===== config.mk =====
export PLATFORM = sky130hd
export DESIGN_NAME = gpcfg_port_pins
export DESIGN_NICKNAME = d
export VERILOG_FILES = /design/src/gpcfg_pkg.sv /design/src/gpcfg_port_pins.sv
export VERILOG_INCLUDE_DIRS = /design/src
export SDC_FILE = /design/constraint.sdc
export NUM_CORES = 1
export LEC_CHECK = 0
export BUFFER_PORTS_ARGS = -buffer_cell sky130_fd_sc_hd__buf_2
export CAP_MARGIN = 10
export CORE_MARGIN = 10
export CORE_UTILIZATION = 40
export DETAILED_ROUTE_END_ITERATION = 8
export GPL_TIMING_DRIVEN = 0
export PLACE_DENSITY = 0.63
export SLEW_MARGIN = 20
export SYNTH_ARGS = -nofsm -noshare
export SYNTH_HDL_FRONTEND = slang
export SYNTH_SLANG_ARGS = --single-unit

===== constraint.sdc =====
create_clock -name ref_clk -period 11.12 [get_ports ref_clk]
set_clock_uncertainty 0.1 [all_clocks]
set_input_delay 2.224 -clock ref_clk [delete_from_list [all_inputs] [get_ports ref_clk]]
set_output_delay 2.224 -clock ref_clk [all_outputs]
set_load 0.01 [all_outputs]

===== src/gpcfg_defines.svh =====
/*
  Constants for the port pin configuration block: register addresses,
  subregister indices, reset values and bus widths.
  Assumes inclusion by bare name from the package.
*/
`ifndef GPCFG_DEFINES_SVH
`define GPCFG_DEFINES_SVH

`define GPCFG_ADDR_W          12
`define GPCFG_PORT_A_IN_ADDR  12'hFD2
`define GPCFG_PORT_B_IN_ADDR  12'hFD6
`define GPCFG_PORT_C_IN_ADDR  12'hFDA
`define GPCFG_PORT_A_ADR_ADDR 12'hFD0
`define GPCFG_PORT_A_CTL_ADDR 12'hFD1
`define GPCFG_PORT_STRIDE     12'h004
`define GPCFG_IDX_AF_ENABLE   8'h02
`define GPCFG_IDX_WAKE_EN     8'h05
`define GPCFG_IDX_PULLUP      8'h06
`define GPCFG_IDX_AFS_LOW     8'h07
`define GPCFG_IDX_AFS_HIGH    8'h08
`define GPCFG_CFG_RESET       8'h00
`define GPCFG_IDX_RESET       8'h00
`define GPCFG_NUM_PORTS       4

`endif


===== src/gpcfg_pkg.sv =====
/*
  Types shared by the port pin configuration block.
  Assumes gpcfg_defines.svh is on the include path.
*/
package gpcfg_pkg;
  `include "gpcfg_defines.svh"

  typedef struct packed {
    logic [7:0] wake_en;
    logic [7:0] pullup_en;
    logic [7:0] afs_low;
    logic [7:0] afs_high;
  } gpcfg_port_cfg_t;

  typedef struct packed {
    logic                      wr;
    logic                      rd;
    logic [`GPCFG_ADDR_W-1:0]  addr;
    logic [7:0]                wdata;
  } gpcfg_bus_req_t;
endpackage


===== src/gpcfg_port_pins.sv =====
/*
  Per-pin configuration for ports A to D: wake source, pull-up and
  alternate function select subregisters, reached through each port's
  address and control registers, plus input data registers for A to C.
  Assumes a synchronous byte register bus from the core, pins already
  synchronous to ref_clk, and a stop_mode level from the power manager.
*/
`timescale 1ns/10ps

module gpcfg_port_pins
  import gpcfg_pkg::*;
#(
  parameter logic [31:0] PIN_PRESENT  = 32'hFFFFFFFF, // Bonded pins, port D in top byte.
  parameter logic [63:0] AF_CODE_MAP  = 64'h0000000000000000 // Per-pin 2-bit code remap.
) (
  input  wire logic                   ref_clk,        // System clock, 10 MHz.
  input  wire logic                   resetn,         // Synchronous reset, active low.
  input  wire gpcfg_bus_req_t         bus_req,        // Register access request.
  output logic [7:0]                  bus_rdata,      // Read data, registered.
  input  wire logic [31:0]            pin_level,      // Pin input levels, ports A..D.
  input  wire logic [31:0]            pin_af_enable,  // Alternate function enable bits.
  input  wire logic [31:0]            pin_direction,  // Direction bits, 1 is input.
  input  wire logic                   stop_mode,      // Device is in stop mode.
  output logic                        stop_recover,   // One-cycle recovery request.
  output logic [31:0]                 pin_pullup_on,  // Weak pull-up per pin.
  output logic [31:0]                 pin_af_active,  // Pin owned by its function.
  output logic [63:0]                 pin_af_code,    // Selected function per pin.
  output logic [31:0]                 pin_normal_oe   // Normal-mode output enable.
);

  // ----------------------------------------------------------------
  // Decoding helpers
  // ----------------------------------------------------------------
  // Maps an address onto a port: bit 2 flags a hit and bits 1:0 name the
  // port. Each port's registers sit four bytes above the previous port's,
  // so the low two bits of the distance from the base must be zero.
  function automatic logic [2:0] port_of(input logic [`GPCFG_ADDR_W-1:0] a,
                                         input logic [`GPCFG_ADDR_W-1:0] base);
    logic [`GPCFG_ADDR_W-1:0] d;
    d = a - base;
    if (a >= base && d[1:0] == 2'b00 && d[`GPCFG_ADDR_W-1:2] < `GPCFG_NUM_PORTS)
      port_of = {1'b1, d[3:2]};
    else
      port_of = 3'b000;
  endfunction

  // ----------------------------------------------------------------
  // Register state
  // ----------------------------------------------------------------
  gpcfg_port_cfg_t cfg_reg [`GPCFG_NUM_PORTS];
  gpcfg_port_cfg_t cfg_next [`GPCFG_NUM_PORTS];
  logic [7:0]      idx_reg [`GPCFG_NUM_PORTS];
  logic [7:0]      idx_next [`GPCFG_NUM_PORTS];
  logic [31:0]     sample_reg;
  logic [31:0]     sample_next;
  logic [31:0]     prev_reg;
  logic [31:0]     prev_next;
  logic            recover_reg;
  logic            recover_next;
  logic [7:0]      rdata_reg;
  logic [7:0]      rdata_next;
  logic [2:0]      adr_hit;
  logic [2:0]      ctl_hit;
  logic [2:0]      in_hit;
  // Pin levels with unbonded pins forced low; both the input registers
  // and the wake detector read only this copy.
  logic [31:0]     visible;

  always_comb begin
    adr_hit = port_of(bus_req.addr, `GPCFG_PORT_A_ADR_ADDR);
    ctl_hit = port_of(bus_req.addr, `GPCFG_PORT_A_CTL_ADDR);
    in_hit  = port_of(bus_req.addr, `GPCFG_PORT_A_IN_ADDR);
    // A write that falls outside every map is ignored; such a read returns zero.
    visible = pin_level & PIN_PRESENT;
  end

  // ----------------------------------------------------------------
  // Index and configuration subregisters
  // ----------------------------------------------------------------
  // An index write lands at the edge that takes it, so a control access
  // in the very next cycle already reaches the new subregister. Unknown
  // indices leave every subregister as it is.
  always_comb begin
    for (int p = 0; p < `GPCFG_NUM_PORTS; p++) begin
      cfg_next[p] = cfg_reg[p];
      idx_next[p] = idx_reg[p];
    end
    if (bus_req.wr) begin
      if (adr_hit[2])
        idx_next[adr_hit[1:0]] = bus_req.wdata;
      if (ctl_hit[2]) begin
        unique case (idx_reg[ctl_hit[1:0]])
          `GPCFG_IDX_WAKE_EN:  cfg_next[ctl_hit[1:0]].wake_en  = bus_req.wdata;
          `GPCFG_IDX_PULLUP:   cfg_next[ctl_hit[1:0]].pullup_en = bus_req.wdata;
          `GPCFG_IDX_AFS_LOW:  cfg_next[ctl_hit[1:0]].afs_low  = bus_req.wdata;
          `GPCFG_IDX_AFS_HIGH: cfg_next[ctl_hit[1:0]].afs_high = bus_req.wdata;
          default: ;
        endcase
      end
      // Input data addresses take no write path at all.
    end
  end

  always_ff @(posedge ref_clk) begin
    if (!resetn) begin
      for (int p = 0; p < `GPCFG_NUM_PORTS; p++) begin
        cfg_reg[p] <= '{`GPCFG_CFG_RESET, `GPCFG_CFG_RESET,
                        `GPCFG_CFG_RESET, `GPCFG_CFG_RESET};
        idx_reg[p] <= `GPCFG_IDX_RESET;
      end
    end else begin
      for (int p = 0; p < `GPCFG_NUM_PORTS; p++) begin
        cfg_reg[p] <= cfg_next[p];
        idx_reg[p] <= idx_next[p];
      end
    end
  end

  // ----------------------------------------------------------------
  // Pin sampling and stop-mode wake detection
  // ----------------------------------------------------------------
  // Pins are taken as already synchronous, so one sample stage and one
  // history stage suffice to see any edge. Stop mode must still be high
  // in the cycle in which the two stages differ: an edge that arrives in
  // the last cycle before stop mode ends is not reported.
  // Unbonded pins read low in both stages and can never wake the device.
  always_comb begin
    sample_next = visible;
    prev_next   = sample_reg;
    // Only wake-enabled pins that changed while stopped request recovery.
    recover_next = stop_mode &&
      (|(((sample_reg ^ prev_reg)) & {cfg_reg[3].wake_en, cfg_reg[2].wake_en,
                                      cfg_reg[1].wake_en, cfg_reg[0].wake_en}));
  end

  always_ff @(posedge ref_clk) begin
    if (!resetn) begin
      sample_reg  <= 32'h00000000;
      prev_reg    <= 32'h00000000;
      recover_reg <= 1'b0;
    end else begin
      sample_reg  <= sample_next;
      prev_reg    <= prev_next;
      recover_reg <= recover_next;
    end
  end

  // ----------------------------------------------------------------
  // Read data
  // ----------------------------------------------------------------
  // Read data is held until the next read, so software may fetch it late.
  // Index 02h and every unused index read back as zero: the function enable
  // bits live outside this block. Port D has no input register and reads 0.
  always_comb begin
    rdata_next = rdata_reg;
    if (bus_req.rd) begin
      rdata_next = 8'h00;
      if (adr_hit[2])
        rdata_next = idx_reg[adr_hit[1:0]];
      else if (ctl_hit[2]) begin
        unique case (idx_reg[ctl_hit[1:0]])
          `GPCFG_IDX_WAKE_EN:  rdata_next = cfg_reg[ctl_hit[1:0]].wake_en;
          `GPCFG_IDX_PULLUP:   rdata_next = cfg_reg[ctl_hit[1:0]].pullup_en;
          `GPCFG_IDX_AFS_LOW:  rdata_next = cfg_reg[ctl_hit[1:0]].afs_low;
          `GPCFG_IDX_AFS_HIGH: rdata_next = cfg_reg[ctl_hit[1:0]].afs_high;
          default:             rdata_next = 8'h00;
        endcase
      end else if (in_hit[2] && in_hit[1:0] != 2'b11)
        rdata_next = sample_reg[8*in_hit[1:0] +: 8];
    end
  end

  always_ff @(posedge ref_clk) begin
    if (!resetn)
      rdata_reg <= 8'h00;
    else
      rdata_reg <= rdata_next;
  end

  // ----------------------------------------------------------------
  // Pin-side outputs
  // ----------------------------------------------------------------
  always_comb begin
    for (int p = 0; p < `GPCFG_NUM_PORTS; p++) begin
      for (int b = 0; b < 8; b++) begin
        // Pull-ups of unbonded pins stay off so that no current flows
        // into a pad that is not connected.
        pin_pullup_on[8*p+b] = cfg_reg[p].pullup_en[b] & PIN_PRESENT[8*p+b];
        // Select bits pass through the remap table, gated by the enable.
        pin_af_code[2*(8*p+b) +: 2] = pin_af_enable[8*p+b] ?
          ({cfg_reg[p].afs_high[b], cfg_reg[p].afs_low[b]} ^
           AF_CODE_MAP[2*(8*p+b) +: 2]) : 2'b00;
      end
    end
    // Codes of unbonded pins are left unmasked: no pad can carry them,
    // and ownership below already keeps such pins out of any function.
    pin_af_active = pin_af_enable & PIN_PRESENT;
    pin_normal_oe = ~pin_af_enable & ~pin_direction & PIN_PRESENT;
  end

  // Data outputs come straight from flip-flops so no decode glitch leaks out.
  assign bus_rdata    = rdata_reg;
  assign stop_recover = recover_reg;

endmodule // gpcfg_port_pins


After elaboration in Yosys (flattened, before gate mapping)
Memory sizes are Yosys's and may differ from the RTL's.
Cells that the tools add are included.
- memory bits (writable): 160
- register bits after elaboration: 73
- output and inout bits: 169
- input port bits: 121
- memories: 2
- word-level logic and storage cells: 123
- bitwise gates (word level): 15
- eq/ne operators: 5
- reduce and logical (&&, ||, !) cells: 14
- shifts and indexed selects: 1
- order comparisons: 10
- add/subtract/negate cells: 3
- muxes and demuxes: 69
- memories (name ; depth ; width ; rd ports ; clocked after memory_dff ; wr ports ; RTL line ; RTL):
    cfg_reg ; 4 ; 32 ; 5 ; 0 ; 4 ; gpcfg_port_pins.sv:50 ; gpcfg_port_cfg_t cfg_reg [`GPCFG_NUM_PORTS];
    idx_reg ; 4 ; 8 ; 6 ; 0 ; 4 ; gpcfg_port_pins.sv:52 ; logic [7:0] idx_reg [`GPCFG_NUM_PORTS];
- operators with widths (kind ; count):
    $bwmux W128 ; 4
    $pmux W128 S4 ; 1
    $demux W32 S2 ; 4
    $mux W128 ; 2
    $mux W32 ; 7
    $mux W8 ; 9
    $and A32 B32 Y32 ; 2
    $mux W2 ; 32
    $not A32 Y32 ; 2
    $ge A12 B12 Y1 const B ; 3
    $sub A12 B12 Y12 const B ; 3
    $bwmux W32 ; 1
    $pmux W8 S4 ; 1
    $reduce_or A32 Y1 ; 1
    $shiftx A32 B6 Y8 ; 1
    $xor A32 B32 Y32 ; 1
    $lt A10 B3 Y1 const B ; 3
    $eq A8 B3 Y1 const B ; 3
    $mux W24 ; 1
    $demux W8 S2 ; 1
    $mux W16 ; 1
    $logic_and A1 B1 Y1 ; 10
    $mux W3 ; 3
    $eq A8 B4 Y1 const B ; 1
    7 further kinds ; 20

Longest topological paths before layout
- word-level depth: 15
- mapped depth: 16
- gate-level depth less buffers: 11

Least setup slack after synthesis
Ideal clock, no wire load.
- path type: in2reg
- from: input bus_req[10] (netlist bit)
- to: memory cfg_reg[2][24] (netlist bit)
- cell stages on the path: 15
- arrival time: 5.430 ns
- setup slack: 5.462 ns
- cells stage by stage: clkbuf_1 > clkbuf_1 > inv_1 > ha_1 > a21boi_4 > a211o_1 > a21oi_4 > nand2_2 > buf_2 > mux2_2 > buf_6 > nor4b_4 > nand2_4 > mux2i_1 > nor2_1
- RTL lines (element ; RTL line ; RTL):
    start, declared ; gpcfg_port_pins.sv:18 ; input wire gpcfg_bus_req_t bus_req,
    end, declared ; gpcfg_port_pins.sv:50 ;

Worst setup path in the final report
- from: input bus_req[10] (netlist bit)
- to: register rdata_reg[0] (netlist: bus_rdata[0])
- cells in the longest elaborated chain, start to end: 9
- RTL lines (element ; RTL line ; RTL):
    $sub A12 B12 Y12 / $ge A12 B12 Y1 (equally long branches) ; gpcfg_port_pins.sv:40, gpcfg_port_pins.sv:41 ;
    $lt A10 B3 Y1 (no line) / $logic_and A1 B1 Y1 (equally long branches) ; n/a ;
    $logic_and A1 B1 Y1 (no line) ; n/a ;
    $mux W3 ; gpcfg_port_pins.sv:41 ; if (a >= base && d[1:0] == 2'b00 && d[`GPCFG_ADDR_W-1:2] < `GPCFG_NUM_PORTS)
    $mem_v2 Z4 W8 / $ne A2 B2 Y1 (equally long branches) ; n/a ;
    $eq A8 B4 Y1 (tied with other cells) ; gpcfg_port_pins.sv:161 ; unique case (idx_reg[ctl_hit[1:0]])
    $pmux W8 S4 / $mux W8 (equally long branches) ; gpcfg_port_pins.sv:161, gpcfg_port_pins.sv:168 ;
    $mux W8 ; gpcfg_port_pins.sv:160 ; else if (ctl_hit[2]) begin
    $mux W8 (*) ; gpcfg_port_pins.sv:158 ; if (adr_hit[2])
    end signal, assigned ; gpcfg_port_pins.sv:177 ; rdata_reg <= rdata_next;
    end, declared ; gpcfg_port_pins.sv:60 ; logic [7:0] rdata_reg;
Every way passes the cells marked *; elsewhere a longest branch is shown, timed or not.
A chain may end at the register's enable or synchronous reset.

==> flow_summary.yaml <==
outcome:
  outcome: "finished clean"
timing:
  final-max-slew-violation-count: 0
  setup-violations-final: 0
  final_hold_viol_count: 0
  worstMarginPinSlew_ns: 1.13
  slew-limit-headroom_pct: 24.4
  grt_setup_unrepaired: "false"
  finalCritPeriodShare_pct: 58.1
  finalCriticalPeriod_ns: 6.46
  setup-tns-final_ns: 0
  fmax_mhz: 155
detailed_routing:
  firstDrtPassIters: 5
  wl_um: 44400
  route.detailed.wl_per_inst_um: 22.1
  dr_total_vias: 10829
  post_drt_via_cell_ratio: 5.38
  drtAntennaViolNets: 0
  detail_route.drc_violations: 0
  drt-initial-drc-count: 1007
yosys:
  synth_fp_nets: 1428
  post_synth_main_area_contributors: "dfxtp_1, mux2i_1, and2_1"
  dominantRegCellSynth: "dfxtp_1"
  synth_async_sr_flop_share_pct: 0
  ys_seq_elements: 233
  synthDominantCellAreaShare_pct: 40.6
  synth_seq_area_share_pct: 40.6
  synth_top_area_cell: "dfxtp_1"
  post_synthesis_average_cell_area_um2: 8.79
  synthCells: 1305
  yosysWarnings: 0
  synthDistinctLibCells: 76
  synth_enable_flop_cells: 0
  syn-cell-area_um2: 11500
cts:
  h-tree-depth: 1
  numCtsBuffers: 26
  clkTransAtPathRegs_ns: 0.06
  post-cts-setup-buffers: 0
  max-clock-path-buffers: 3
  worst_skew_pair.late_latency_ns: 0.55
  root_buffer: "clkbuf_16"
  ctsResizeCount: 0
  clock_tree_from_tritoncts: "done"
  numClockSinks: 233
  postCtsHoldBufs: 0
finish:
  max_ffs_per_register: 128
  final_design_area_no_fill_um2: 14200
  design.final.nets: 1740
  layout_cell_share_with_drive_strength_beyond_1_pct: 28.2
  flow.area_growth_from_synthesis_pct: 23.9
  antenna-diode-count: 0
  n_fill_cell: 2741
global_routing:
  grt.busiest_layer: "met2"
  grt_start_max_net_pins: 14
  grt_use_total_pct: 23.3
  overall_overflow_remaining_after_global_route: 0
  use_met2_pct: 38.9
  met3_track_demand_over_resource_pct: 4.96
  globalRouteMet1Util_pct: 29.6
  antenna_found_initial: 2
  grt_pass1_wl_um: 65300
  vias_in_the_first_global_route: 10431
critical_path:
  data_required_time_at_the_worst_endpoint_ns: 11.42
  slowest_stage: "o41ai_1"
  critical_path_peak_fanout: 10
  critPathMaxStageDelay_ns: 0.74
  timing_worst_setup_path_type: "in -> reg"
  r2r_start: "idx_reg[3][4]"
  endpoint_kind: "register"
  critical_path_arrival_ns: 6.76
  critPathLaunch: "bus_req[10]"
  crit_chain: "clkbuf_1, clkbuf_1, inv_1, ha_1, a21boi_4, xnor2_1, buf_2, nand2_2, a2bb2oi_1, a22oi_2, nand2b_1, buf_2, nor3_1, o41ai_1, a21oi_1"
  critical_path.startpoint_type: "input port"
  crit_buf_inv: 5
  critical-path-top-delay-family: "buffers and inverters"
power_and_ir_drop:
  leakage_nw: 6.47
  maximum_vdd_drop_v: 0.0000934
  post-layout-total-power_w: 0.00189
  power_density_nw_per_um2: 133
place:
  postPlaceCellArea_um2: 13400
  place_hpwl_um: 34900
  portBuffers: 284
  routabilityCongestion: 0.966
die:
  io_pins: 290
  die_area_um2: 35900
  design.core.area_um2: 28000
  placementRows: 61
  die_width_um: 189
  die_y_um: 189
  initial_core_util_pct: 41.0
worst_hold_path:
  hold_start: "prev_next[31]"
  min_path_type: "reg -> reg"
job:
  timing.max_cap.violations: 0
==> power by group <==
group | leakage (nW) | switching (W) | internal, W
clock | 0.421 | 0.000347 | 0.000505
combinational | 4.16 | 0.000121 | 0.0000611
sequential | 1.89 | 0.00000775 | 0.000846
==> Yosys cell counts, types with 23 or more instances <==
cell	instances
and2_1	129
mux2i_1	94
buf_4	68
xor2_1	33
dfxtp_1	233
nand2_1	135
o2bb2ai_1	23
nor2_1	148
nand3_1	70
o21ai_0	43
o21ai_1	36
clkbuf_1	53
==> layer usage <==
| metal | vias to the layer above | share of wire (%) |
|---|---|---|
| li1 | 5111 | - |
| met1 | 5117 | 42 |
| met2 | 526 | 47 |
| met3 | 73 | 8.5 |
| met4 | 2 | 2.7 |
| met5 | - | 0.029 |
==> stage by stage <==
step	instances	utilization, %	hold slack [ns]	setup slack [ns]
global placement	1967	47.7	0.367	4.35
detailed placement	1967	47.7	0.368	4.33
finish	2011	50.8	0.363	4.66
CTS	2011	50.7	0.366	4.88
floorplan	1305	-	0.337	5.46
global route	2011	50.8	0.391	4.53
==> worst reg2reg max path, cell delays in order (launching register included) <==
cell,delay [ns]
dfxtp_1,0.33
nor4_1,0.48
o211ai_1,0.18
a21oi_1,0.26
nor2_1,0.12
o311ai_4,0.44
nand2b_1,0.18
buf_2,0.23
a2111oi_2,0.37
o311ai_1,0.29
a21oi_1,0.21
==> cells in the final DEF (no fill, tap or decap), types with 4 or more instances in the layout <==
| cell type | n |
|---|---|
| buf_2 | 299 |
| dfxtp_1 | 233 |
| nor2_1 | 148 |
| nand2_1 | 135 |
| and2_1 | 129 |
| mux2i_1 | 94 |
| nand3_1 | 70 |
| buf_4 | 68 |
| clkbuf_1 | 55 |
| o21ai_0 | 43 |
| o21ai_1 | 36 |
| xor2_1 | 33 |
| clkbuf_16 | 26 |
| o2bb2ai_1 | 23 |
| a21oi_1 | 18 |
| a31oi_1 | 14 |
| a221oi_1 | 12 |
| o221ai_1 | 12 |
| a22o_1 | 11 |
| a22oi_1 | 11 |
| nand4_1 | 10 |
| mux4_2 | 10 |
| o211ai_1 | 9 |
| nand3b_1 | 8 |
| inv_1 | 7 |
| o22ai_1 | 7 |
| clkinv_2 | 7 |
| buf_1 | 6 |
| nor3_1 | 5 |
| clkbuf_8 | 5 |
| nand2_4 | 4 |
| nor2b_1 | 4 |
| nor3_2 | 4 |
| o32ai_1 | 4 |
==> final timing paths <==
kind,end,cells after the start,slack (ns)
setup / recovery,bus_rdata[0],15,4.66
hold reg to reg,prev_reg[31],1,0.36
setup reg to reg,bus_rdata[7],10,7.86
hold / removal,prev_reg[31],1,0.36
==> kinds of logic (layout without fill, tap and decap cells) <==
group | Yosys count | in the layout | share of synthesized area, %
and+or+nand+nor | 549 | 549 | 24.3
DFF | 233 | 233 | 40.6
AOI/OAI and AO/OA | 226 | 226 | 14.0
buffers and inverters | 153 | 481 | 7.59
muxes | 105 | 105 | 10.3
xor gates and xnor gates | 37 | 37 | 2.89
adders and majority gates | 2 | 2 | 0.218
==> layout make-up <==
class / count / area [µm²] / share of cell area (%)
Clock buffer: 33 / 727 / 5.11
Multi-Input combinational cell: 919 / 5940 / 41.8
Inverter: 8 / 30.0 / 0.211
Buffer: 145 / 841 / 5.91
Clock inverter: 11 / 119 / 0.836
Tap cell: 378 / 473 / 3.33
Timing Repair Buffer: 284 / 1420 / 10.0
Sequential cell: 233 / 4660 / 32.8
No activity file was read; power rests on OpenSTA's default activity.
